### config.mk
export PLATFORM = sky130hd
export DESIGN_NAME = tmr_group
export DESIGN_NICKNAME = d
export VERILOG_FILES = /design/src/tmr_group_pkg.sv /design/src/tmr_group.sv
export SDC_FILE = /design/constraint.sdc
export NUM_CORES = 1
export LEC_CHECK = 0
export BUFFER_PORTS_ARGS = -buffer_cell sky130_fd_sc_hd__buf_2
export CORE_AREA = 2 2 104 106
export CTS_CLUSTER_DIAMETER = 50
export DETAILED_ROUTE_END_ITERATION = 7
export DIE_AREA = 0 0 106 108
export PLACE_DENSITY = 0.69
export SLEW_MARGIN = 40
export SYNTH_ARGS = -nofsm -noshare
export SYNTH_HDL_FRONTEND = slang
export SYNTH_SLANG_ARGS = --single-unit
### constraint.sdc
create_clock -name clk -period 2.2 [get_ports clk]
set_input_delay 0.44 -clock clk [delete_from_list [all_inputs] [get_ports clk]]
set_output_delay 0.44 -clock clk [all_outputs]
set_load 0.02 [all_outputs]
### src/tmr_group_pkg.sv
// package of constants and carriers for the countdown timer group
//
// What this block does
// - five 8-bit timers divide by reload plus one
// - reload zero passes every input pulse
// - base input is peripheral clock halved
// - one-clock output pulses, advance on pulse end
// - at zero, next input pulse reloads counter
// - reload writes allowed anytime, apply next reload
// - baud timers drive serial ports A to D
// - five timers share one interrupt and priority
// - status flags bits 1,4-7, cleared by read
// - no terminal count lost around status read
// - set flag with enable requests shared interrupt at nonzero priority level
// - flag cleared before latch raises no interrupt
// - bits 3,2 read zero; enables are write-only
// - bit 0 write gates base clock on/off
// - control bits 7-4 pick baud timer source
// - control bits 1-0 set interrupt priority level
// - reload registers write-only, reads return zero
// - global clock enable clear at power-up
package tmr_group_pkg;

  // ---------------------------------------------------------------
  // register map
  // ---------------------------------------------------------------
  localparam logic [7:0] ADDR_CTRL_STATUS = 8'ha0;
  localparam logic [7:0] ADDR_PRESCALE_RELOAD = 8'ha3;
  localparam logic [7:0] ADDR_SOURCE_PRIORITY = 8'ha4;
  localparam logic [7:0] ADDR_BAUD0_RELOAD = 8'ha9;
  localparam logic [7:0] ADDR_BAUD1_RELOAD = 8'hab;
  localparam logic [7:0] ADDR_BAUD2_RELOAD = 8'had;
  localparam logic [7:0] ADDR_BAUD3_RELOAD = 8'haf;

  // ---------------------------------------------------------------
  // field positions and reset values
  // ---------------------------------------------------------------
  localparam int BIT_GLOBAL_EN = 0;
  localparam int BIT_PRESCALE_FLAG = 1;
  localparam int BIT_BAUD_FLAG_LO = 4;
  localparam int BIT_BAUD_SRC_LO = 4;
  localparam int NUM_TIMERS = 5;
  localparam int NUM_BAUD = 4;
  localparam logic [7:0] RST_RELOAD = 8'h00;
  localparam logic [7:0] RST_COUNT = 8'h00;
  localparam logic [7:0] RST_SOURCE_PRIORITY = 8'h00;
  localparam logic [4:0] RST_ENABLES = 5'h00;
  localparam logic [1:0] PRIO_OFF = 2'h0;
  localparam int BASE_DIV = 2;

  // internal i/o bus request carrier
  typedef struct packed {
    logic wr;
    logic rd;
    logic [7:0] addr;
    logic [7:0] wdata;
  } io_req_t;

endpackage

### src/tmr_group.sv
// countdown timer group: prescaler plus four baud timers
`timescale 1ns/1ps
module tmr_group
(
  input wire logic clk,
  input wire logic arst_n,
  input tmr_group_pkg::io_req_t io_req,
  output logic [7:0] io_rdata,
  output logic [3:0] baud_tick,
  output logic prescale_tick,
  output logic irq_req,
  output logic [1:0] irq_prio
);
  import tmr_group_pkg::*;

  // ---------------------------------------------------------------
  // state
  // ---------------------------------------------------------------
  typedef enum logic [1:0] {PH_LOW = 2'b01, PH_HIGH = 2'b10} phase_t;

  phase_t phase_ff;
  logic gen_ff;
  logic [7:0] src_prio_ff;
  logic [4:0] ie_ff;
  logic [4:0] flag_ff;
  logic [7:0] reload_ff [NUM_TIMERS];
  logic [7:0] count_ff [NUM_TIMERS];
  logic [4:0] tick_ff;
  logic [7:0] rdata_ff;
  logic irq_ff;

  // ---------------------------------------------------------------
  // decode
  // ---------------------------------------------------------------
  function automatic logic is_reload_addr(input logic [7:0] a, input int idx);
    logic hit;
    hit = 1'b0;
    case (idx)
      0: hit = (a == ADDR_PRESCALE_RELOAD);
      1: hit = (a == ADDR_BAUD0_RELOAD);
      2: hit = (a == ADDR_BAUD1_RELOAD);
      3: hit = (a == ADDR_BAUD2_RELOAD);
      4: hit = (a == ADDR_BAUD3_RELOAD);
      default: hit = 1'b0;
    endcase
    return hit;
  endfunction

  wire wr_cs = io_req.wr && (io_req.addr == ADDR_CTRL_STATUS);
  wire rd_cs = io_req.rd && (io_req.addr == ADDR_CTRL_STATUS);
  wire wr_sp = io_req.wr && (io_req.addr == ADDR_SOURCE_PRIORITY);
  // base pulse: every second clock, gated by the global enable
  wire base_pulse = gen_ff && (phase_ff == PH_HIGH);
  // each timer's input enable; baud sources pick base or prescaler
  logic [4:0] in_pulse;
  always_comb
  begin
    in_pulse[0] = base_pulse;
    for (int i = 0; i < NUM_BAUD; i++)
    begin
      in_pulse[i + 1] = src_prio_ff[BIT_BAUD_SRC_LO + i] ? tick_ff[0] : base_pulse;
    end
  end
  // a timer fires when its input pulse meets a zero count
  logic [4:0] fire;
  always_comb
  begin
    for (int i = 0; i < NUM_TIMERS; i++)
    begin
      fire[i] = in_pulse[i] && (count_ff[i] == 8'h00);
    end
  end
  // read view: flags with zero in bits 3,2 and bit 0
  wire [7:0] status_view = {flag_ff[4:1], 2'b00, flag_ff[0], 1'b0};
  wire [7:0] nxt_rdata = rd_cs ? status_view : 8'h00;
  // set wins over the read-clear, so no event slips by
  wire [4:0] nxt_flag = (rd_cs ? 5'h00 : flag_ff) | fire;
  // flags cleared by read never reach the request
  wire nxt_irq = ((flag_ff & ie_ff) != 5'h00) && !rd_cs && (src_prio_ff[1:0] != PRIO_OFF);

  // ---------------------------------------------------------------
  // base clock divider
  // ---------------------------------------------------------------
  always_ff @(posedge clk or negedge arst_n)
  begin
    if (!arst_n)
      phase_ff <= PH_LOW;
    else
      case (phase_ff)
        PH_LOW: phase_ff <= PH_HIGH;
        PH_HIGH: phase_ff <= PH_LOW;
        default: phase_ff <= PH_LOW;
      endcase
  end

  // control registers; enables are write-only
  always_ff @(posedge clk or negedge arst_n)
  begin
    if (!arst_n)
    begin
      gen_ff <= 1'b0;
      ie_ff <= RST_ENABLES;
      src_prio_ff <= RST_SOURCE_PRIORITY;
    end
    else
    begin
      if (wr_cs)
      begin
        gen_ff <= io_req.wdata[BIT_GLOBAL_EN];
        ie_ff <= {io_req.wdata[7:4], io_req.wdata[BIT_PRESCALE_FLAG]};
      end
      if (wr_sp)
        src_prio_ff <= io_req.wdata;
    end
  end

  // ---------------------------------------------------------------
  // countdown timers, one clock domain with enables
  // ---------------------------------------------------------------
  always_ff @(posedge clk or negedge arst_n)
  begin
    if (!arst_n)
    begin
      for (int i = 0; i < NUM_TIMERS; i++)
      begin
        reload_ff[i] <= RST_RELOAD;
        count_ff[i] <= RST_COUNT;
      end
      tick_ff <= 5'h00;
    end
    else
    begin
      for (int i = 0; i < NUM_TIMERS; i++)
      begin
        if (io_req.wr && is_reload_addr(io_req.addr, i))
          reload_ff[i] <= io_req.wdata;
        if (in_pulse[i])
          count_ff[i] <= fire[i] ? reload_ff[i] : count_ff[i] - 8'h01;
      end
      tick_ff <= fire;
    end
  end

  // status, read data, interrupt request
  always_ff @(posedge clk or negedge arst_n)
  begin
    if (!arst_n)
    begin
      flag_ff <= 5'h00;
      rdata_ff <= 8'h00;
      irq_ff <= 1'b0;
    end
    else
    begin
      flag_ff <= nxt_flag;
      rdata_ff <= nxt_rdata;
      irq_ff <= nxt_irq;
    end
  end

  // ---------------------------------------------------------------
  // outputs
  // ---------------------------------------------------------------
  assign io_rdata = rdata_ff;
  assign prescale_tick = tick_ff[0];
  assign baud_tick = tick_ff[4:1];
  assign irq_req = irq_ff;
  assign irq_prio = src_prio_ff[1:0];

  // ---------------------------------------------------------------
  // helper logic for the checks
  // ---------------------------------------------------------------
  // clocks since the global enable went low, saturating at three;
  // a tick launched just before the drop may still show one clock
  logic [1:0] off_ff;
  always_ff @(posedge clk or negedge arst_n)
  begin
    if (!arst_n)
      off_ff <= 2'h0;
    else if (gen_ff)
      off_ff <= 2'h0;
    else if (off_ff != 2'h3)
      off_ff <= off_ff + 2'h1;
  end

  // prescaler input pulses since its last tick; running past 255
  // would mean the reload path was skipped somewhere
  logic [8:0] since_ff;
  always_ff @(posedge clk or negedge arst_n)
  begin
    if (!arst_n)
      since_ff <= 9'h000;
    else if (fire[0])
      since_ff <= 9'h000;
    else if (in_pulse[0] && since_ff != 9'h1ff)
      since_ff <= since_ff + 9'h001;
  end

  // every timer, not only the sampled ones, reloads and ticks
  for (genvar g = 0; g < NUM_TIMERS; g++)
  begin : gen_timer_chk

  end
endmodule

==> results of run 1 <==
==> worst max-delay path: stages, from the launching register on <==
cell	delay, ps
dfrtp_1	410
inv_1	100
ha_1	220
or3b_2	490
or2_4	300
o22a_2	230
o22a_1	180
==> cell usage after synthesis, types with 7 or more instances <==
master    instances  share of area [%]
o211ai_1          7                1.0
inv_1            27                2.0
mux2_2           57                 13
nor2_1           27                2.0
nand3_1          10               0.99
nand2_1          22                1.6
dfrtp_1         109                 54
nor3_1           14                1.4
o21ai_0          27                2.7
a21oi_1          17                1.7
==> power groups by stage <==
stage / Clock [mW] / Combinational, mW / Sequential [mW]
after global placement: 0 / 1.56 / 2.74
after global routing: 1.27 / 1.86 / 2.80
final: 1.16 / 1.63 / 2.73
after floorplan: 0 / 1.29 / 2.67
after CTS: 1.19 / 1.63 / 2.73
after detailed placement: 0 / 1.62 / 2.76
==> registers in the layout, summed over array words and instances, names as in the netlist, 2 cells and up <==
signal / flops
reload_ff: 40
src_prio_ff: 6
ie_ff: 5
flag_ff: 5
count_ff: 40
phase_ff: 2
tick_ff: 5
io_rdata: 5
==> cell families after synthesis <==
kind of cell | count (synthesis) | share of synthesized area [%]
compound gates | 100 | 12.9
simple gates | 123 | 13.8
fa+ha+maj | 5 | 1.24
mux | 61 | 13.6
other cells | 1 | 0.0745
flops | 110 | 54.7
buf+inv | 41 | 3.65
==> per-layer routing <==
metal  GRT usage (%)  vias up  share of wire, %
met4            6.58        0               1.6
met1            25.5     1815                44
met2            36.2       50                52
met3            3.80       13               2.2
met5               0        -                 0
li1                -     1692                 -
==> path summary, 6_finish.rpt <==
path	startpoint	endpoint	slack, ps	cells past startpoint
max reg2reg	count_ff[24]$_DFFE_PN0P_	count_ff[29]$_DFFE_PN0P_	170	6
min in group clk	io_req[3]	reload_ff[3]$_DFFE_PN0P_	430	2
min reg2reg	phase_ff[0]$_DFF_PN1_	phase_ff[0]$_DFF_PN1_	500	1
max	count_ff[24]$_DFFE_PN0P_	count_ff[29]$_DFFE_PN0P_	170	6
max in group asynchronous	arst_n	phase_ff[0]$_DFF_PN1_	1660	2
min	arst_n	reload_ff[14]$_DFFE_PN0P_	60	2
==> per-stage QoR <==
| stage | cell area, um2 | hold slack (ps) | utilization (%) | power, mW |
|---|---|---|---|---|
| 6_report | 5590 | 64.7 | 54.7 | 5.51 |
| 5_1_grt | 5590 | 80.6 | 54.7 | 5.93 |
| 4_1_cts | 5590 | 76.8 | 54.7 | 5.55 |
| 3_5_place_dp | 5420 | 472 | 52.9 | 4.39 |
| 3_3_place_gp | 5420 | 466 | 52.9 | 4.30 |
| 2_1_floorplan | 5040 | 144 | - | 3.96 |
==> area by class of cell <==
cell class | count | area share (%)
sequential | 110 | 49.2
multi-input combinational | 292 | 37.6
timing repair buffer | 47 | 5.14
tap | 136 | 3.04
clock buffer | 9 | 2.21
inverter | 27 | 1.81
clock inverter | 7 | 0.984
==> run summary, run 1 <==
Status: finished clean
Drt via density: 5.68
Die area: 11400 um2
Post-route minimum period: 2030 ps
Cell Int Power: 3.54 mW
Final setup fails: 0
Reg area: 2750 um2
Clock skew: 7.55 ps
Unrepaired setup endpoints after global routing: false
Logic pwr share: 29.5%
# DRC: 0
Worst EP arrival: 2300 ps
Final ANT Viol Nets: 0
Initial antenna violation count: 0
Chip width: 106 um
Final net count: 512
CTS tree: yes
Reg power frac: 49.6%
Via count: 3570
Crit path kind: flip-flop to flip-flop
Setup_tns: 0 ps
Min-Delay Path Class: input pin to asynchronous set/reset pin
First-pass GRT wire length: 18100 um
Final WS setup: 169 ps
# H-tree levels: 3
Setup Fix Bufs, Post-CTS: 0
GP Congestion: 0.857
Post-DP HPWL: 7660 um
Slew Limit Fails: 0
GR Overflow Total: 0
CP Launch Type: flip-flop
Mean area per synthesized cell: 11.4 um2
Sink Count: 110
Clock Tree Root: clkbuf_8
Distinct cells, synth: 61
Seq/Total Area, Yosys: 54.7%
Placed Cells: 612
Core Area: 10200 um2
Power density over the cells: 986 nW/um2
Leakage: 2.74 nW
Post-synthesis sequential element count: 110
Sw Pwr: 1.98 mW
Final hold violations: 0
Clk_lat worst skew: 380 ps
WL/cell: 17.1 um
F_max: 0.492 GHz
Synth Flop Type: dfrtp_1
CP Data Required Time: 2470 ps
Port bufs: 32
Clk pwr share: 20.9%
Pre-antenna DRT Iters: 4
Crit end category: flip-flop
Share of cells above drive strength 1: 27.4%
Largest net degree at the start of global routing: 69
ANT cells: 0
Initial drt markers: 152
Growth of design area from synthesis to finish: 11.2%
CP max FO: 11
Worst slew margin: 62.7%
Fillers: 869
VDD IR max: 432 uV
Most common cell after layout, fill and taps aside: dfrtp_1
Top-level I/O count: 36
Post-Route WL: 10700 um
Max clock buf depth: 2
Syn Std Cell Area: 5030 um2
Synth warn: 0
EDFF count, synth: 0
PostCTS Resize Cnt: 0
Ys async rst share: 100%
Syn Inst Count: 441
# rows: 37
Multi-input gate area: 2100 um2
Crit share post-route: 92.3%
Tightest Pin Transition: 556 ps
Most frequent cells in the layout: 109 x dfrtp_1, 57 x mux2_2, 31 x buf_2
Switching part of the total: 35.9%
Hold Buf Count CTS: 0
Finished Layout Cells: 628
Max cap viols: 0
Worst slack, placed: 188 ps
Die Span Y: 108 um
Number of global-route vias before repair: 3568
All-layer global routing usage: 20.5%
Clock-pin transition on the worst setup and hold timing paths: 100 ps
Starting Density: 49.2%
Number of CTS-inserted buffers: 9
Power figures use the tool's default switching activity.
==> inputs of run 2 (changes only) <==
Settings changed: RECOVER_POWER from default to 25.
==> run 2 against run 1 <==
The run now ends with capacitance limit, slew limit left. Worst hold slack improved by 120 ps. Cell count did not move. Critical path depth did not move.
==> run summary, run 2 (synthesis gave the netlist of run 1 again) <==
Clock-pin transition on the worst setup and hold timing paths: 100 ps
Sink Count: 110
Worst hold slack: 180 ps
Share of cells above drive strength 1: 27.2%
Placed Cells: 612
Tightest Pin Transition: 1650 ps
CP Launch Type: flip-flop
Min-Delay Path Class: input pin to asynchronous set/reset pin
Multi-input gate area: 2100 um2
CTS tree: yes
Final hold violations: 0
Clock skew: 7.54 ps
CP max FO: 11
Number of CTS-inserted buffers: 9
Global-route met1 utilization: 25.5%
Worst slew margin: -10.3%
Sw Pwr: 1.98 mW
Slew Limit Fails: 69
Worst r2r path cells: 6
CP Data Required Time: 2470 ps
Cell Int Power: 3.53 mW
Post-route core utilization: 54.5%
M3 GR Usage: 3.80%
Worst slack, placed: 188 ps
VDD IR max: 432 uV
Reg2Reg Launch Point: count_ff[24]$_DFFE_PN0P_
Failing checks: capacitance limit, slew limit
Clk_lat worst skew: 380 ps
First-pass GRT wire length: 18100 um
GRT Max-Usage Layer: met2
Post-Route WL: 10800 um
Placed cell area: 5420 um2
Largest net degree at the start of global routing: 69
Biggest regs: count_ff: 40 flops, reload_ff: 40 flops, src_prio_ff: 6 flops
Initial antenna violation count: 0
Power Total: 5.51 mW
Post-route minimum period: 2030 ps
Unrepaired setup endpoints after global routing: false
Crit end category: flip-flop
Fillers: 872
Setup Fix Bufs, Post-CTS: 0
Logic pwr share: 29.4%
Status: finished, violations left
Final net count: 512
Via count: 3566
# rows: 37
Final setup fails: 0
Top-level I/O count: 36
Max clock buf depth: 2
WL/cell: 17.1 um
Reg power frac: 49.6%
# DRC: 0
Critical R2R Capture: count_ff[29]$_DFFE_PN0P_
Clk pwr share: 21.0%
Worst EP arrival: 2300 ps
Number of global-route vias before repair: 3568
GR Overflow Total: 0
Drt via density: 5.68
Core Area: 10200 um2
Crit share post-route: 92.1%
Initial drt markers: 173
Leakage: 2.73 nW
Hold Buf Count CTS: 0
Port bufs: 32
Most common cell after layout, fill and taps aside: dfrtp_1
Finished Layout Cells: 628
F_max: 0.493 GHz
Chip width: 106 um
Post-DP HPWL: 7660 um
Non-Filler Cell Area, Final: 5580 um2
Reg2Reg Setup Slack: 170 ps
Die area: 11400 um2
Final ANT Viol Nets: 0
Power density over the cells: 988 nW/um2
PostCTS Resize Cnt: 0
Crit path kind: flip-flop to flip-flop
Starting Density: 49.2%
All-layer global routing usage: 20.5%
ANT cells: 0
Reg area: 2750 um2
Final WS setup: 173 ps
Setup_tns: 0 ps
Die Span Y: 108 um
Clock Tree Root: clkbuf_8
# H-tree levels: 3
Max cap viols: 1
Met2 usage: 36.2%
Switching part of the total: 35.9%
Pre-antenna DRT Iters: 4
Growth of design area from synthesis to finish: 10.8%
Most frequent cells in the layout: 109 x dfrtp_1, 57 x mux2_2, 31 x buf_2
GP Congestion: 0.857
run 2: cell count changes in the layout (fill, tap and decap cells not counted):
cell,previous run,this run
clkbuf_1,0,1
clkbuf_2,0,1
buf_12,1,0
buf_4,15,14
run 2: metal layers:
layer / up-vias / part of all wire (%)
met5: - / 0
li1: 1691 / -
met3: 10 / 2.3
met4: 0 / 1.2
met1: 1809 / 44
met2: 56 / 52
run 2: final cells by class:
cell class / count / area share (%)
Clock inverter: 7 / 0.987
Timing Repair Buffer: 47 / 4.82
Clock buffer: 9 / 2.22
Inverter: 27 / 1.82
Multi-Input combinational cell: 292 / 37.7
Sequential cell: 110 / 49.4
Tap cell: 136 / 3.05
run 2: worst max-delay path: stages (launching register included):
cell	delay (ps)
dfrtp_1	410
inv_1	100
ha_1	220
or3b_2	490
or2_4	300
o22a_2	230
o22a_1	180
run 2: how the worst max path moves through the flow:
stage / startpoint / to / slack (ps) / cells after the start
floorplan: count_ff[24]$_DFFE_PN0P_ / count_ff[27]$_DFFE_PN0P_ / 280 / 7
global placement: io_req[14] / reload_ff[39]$_DFFE_PN0P_ / 250 / 5
detailed placement: io_req[14] / reload_ff[38]$_DFFE_PN0P_ / 190 / 5
CTS: count_ff[24]$_DFFE_PN0P_ / count_ff[29]$_DFFE_PN0P_ / 180 / 6
global route: count_ff[24]$_DFFE_PN0P_ / count_ff[29]$_DFFE_PN0P_ / 100 / 6
finish: count_ff[24]$_DFFE_PN0P_ / count_ff[29]$_DFFE_PN0P_ / 170 / 6
run 2: power groups by stage:
stage	Clock [mW]	Combinational [mW]	Sequential, mW
after floorplan	0	1.29	2.67
after global placement	0	1.56	2.74
after detailed placement	0	1.62	2.76
after CTS	1.19	1.63	2.73
after global routing	1.27	1.86	2.80
final	1.15	1.62	2.73
==> inputs of run 3 (changes only) <==
Settings changed: BUFFER_PORTS_ARGS -buffer_cell sky130_fd_sc_hd__buf_2 to -buffer_cell sky130_fd_sc_hd__buf_4, SETUP_SLACK_MARGIN from default to 0.05.
==> run 3 against run 2 <==
The flow now finishes without violations. Maximum frequency hardly changed. Clock skew is 5.1 ps higher. Flip-flop and latch count stayed put. Core utilization is 1.0 points higher. Critical endpoint unchanged. Highest routed layer unchanged.
==> run summary, run 3 (synthesis gave the netlist of run 1 again) <==
VDD IR max: 536 uV
Final setup fails: 0
Port bufs: 32
Tightest Pin Transition: 971 ps
Worst r2r path cells: 6
Logic pwr share: 29.9%
CP max FO: 11
# H-tree levels: 3
Clock Tree Root: clkbuf_8
Initial antenna violation count: 0
Share of cells above drive strength 1: 27.2%
F_max: 0.493 GHz
Sw Pwr: 1.93 mW
Max cap viols: 0
Cell Int Power: 3.58 mW
CP Launch Type: flip-flop
Top-level I/O count: 36
Min-Delay Path Class: input pin to asynchronous set/reset pin
Clock skew: 12.6 ps
Sink Count: 110
GR Overflow Total: 0
Chip width: 106 um
Status: finished clean
Drt via density: 5.61
Number of CTS-inserted buffers: 9
PostCTS Resize Cnt: 0
Crit end category: flip-flop
Post-route core utilization: 55.5%
Number of global-route vias before repair: 3592
Die area: 11400 um2
Most frequent cells in the layout: 109 x dfrtp_1, 57 x mux2_2, 44 x buf_4
WL/cell: 17.4 um
Power density over the cells: 970 nW/um2
Worst EP arrival: 2290 ps
Initial drt markers: 145
Via count: 3527
Worst slew margin: 35.3%
# DRC: 0
Setup_tns: 0 ps
Switching part of the total: 35.0%
All-layer global routing usage: 20.9%
Hold Buf Count CTS: 0
Largest net degree at the start of global routing: 51
Fillers: 886
Final hold violations: 0
Crit share post-route: 92.1%
Growth of design area from synthesis to finish: 12.9%
Setup Fix Bufs, Post-CTS: 0
Most common cell after layout, fill and taps aside: dfrtp_1
Slew Limit Fails: 0
Starting Density: 49.2%
# rows: 37
Post-route minimum period: 2030 ps
CP Data Required Time: 2460 ps
CTS tree: yes
Crit path kind: flip-flop to flip-flop
Post-Route WL: 10900 um
Leakage: 2.75 nW
Post-DP HPWL: 7800 um
Unrepaired setup endpoints after global routing: false
Die Span Y: 108 um
Final net count: 513
Final ANT Viol Nets: 0
Clock-pin transition on the worst setup and hold timing paths: 100 ps
GP Congestion: 0.856
Core Area: 10200 um2
Reg power frac: 49.5%
First-pass GRT wire length: 18200 um
Biggest regs: count_ff: 40 flops, reload_ff: 40 flops, src_prio_ff: 6 flops
Pre-antenna DRT Iters: 4
ANT cells: 0
Clk_lat worst skew: 380 ps
Clk pwr share: 20.5%
Max clock buf depth: 2
==> run 3: power groups by stage <==
stage,logic [mW],clock network (mW),registers [mW]
after CTS,1.65,1.18,2.72
after global placement,1.57,0,2.74
after detailed placement,1.65,0,2.75
after floorplan,1.29,0,2.67
final,1.65,1.13,2.73
after global routing,1.87,1.26,2.79
==> run 3: critical path, stage by stage, from the launching register on <==
cell	delay, ps
dfrtp_1	410
inv_1	100
ha_1	230
or3b_2	480
or2_4	290
o22a_2	230
o22a_1	180
==> run 3: final timing paths <==
path / start / end / slack (ps)
max: count_ff[24]$_DFFE_PN0P_ / count_ff[29]$_DFFE_PN0P_ / 170
min: arst_n / reload_ff[19]$_DFFE_PN0P_ / 210
max reg2reg: count_ff[24]$_DFFE_PN0P_ / count_ff[29]$_DFFE_PN0P_ / 170
min reg2reg: count_ff[2]$_DFFE_PN0P_ / count_ff[2]$_DFFE_PN0P_ / 490
max in group asynchronous: arst_n / count_ff[28]$_DFFE_PN0P_ / 700
min in group clk: io_req[2] / reload_ff[34]$_DFFE_PN0P_ / 360
==> run 3: metal layers <==
layer  share of wire (%)  up-vias  wire length, um  track usage [%]
li1                    -     1680                -                -
met4                 2.7        0              293             8.93
met1                  46     1770             4980             27.0
met3                 3.1       18              344             3.86
met2                  49       59             5320             34.8
met5                   0        -                0                0
==> run 3: final cells by class <==
| cell class | count | area [um2] | share of cell area (%) |
|---|---|---|---|
| sequential | 110 | 2750 | 48.5 |
| timing repair buffer | 48 | 363 | 6.39 |
| multi-input combinational | 292 | 2110 | 37.1 |
| clock buffer | 10 | 138 | 2.42 |
| tap | 136 | 170 | 2.99 |
| inverter | 27 | 101 | 1.78 |
| clock inverter | 6 | 47.5 | 0.837 |
==> run 3: stage by stage <==
| step | total power, mW | std cells | hold WS [ps] | area [um2] | worst slack, ps |
|---|---|---|---|---|---|
| 4_1_cts | 5.54 | 629 | 25.3 | 5690 | 173 |
| 3_5_place_dp | 4.40 | 613 | 446 | 5500 | 188 |
| 5_1_grt | 5.92 | 629 | 280 | 5680 | 92.6 |
| 6_report | 5.51 | 629 | 207 | 5680 | 173 |
| 3_3_place_gp | 4.31 | 613 | 442 | 5500 | 251 |
| 2_1_floorplan | 3.96 | 443 | 144 | 5040 | 280 |
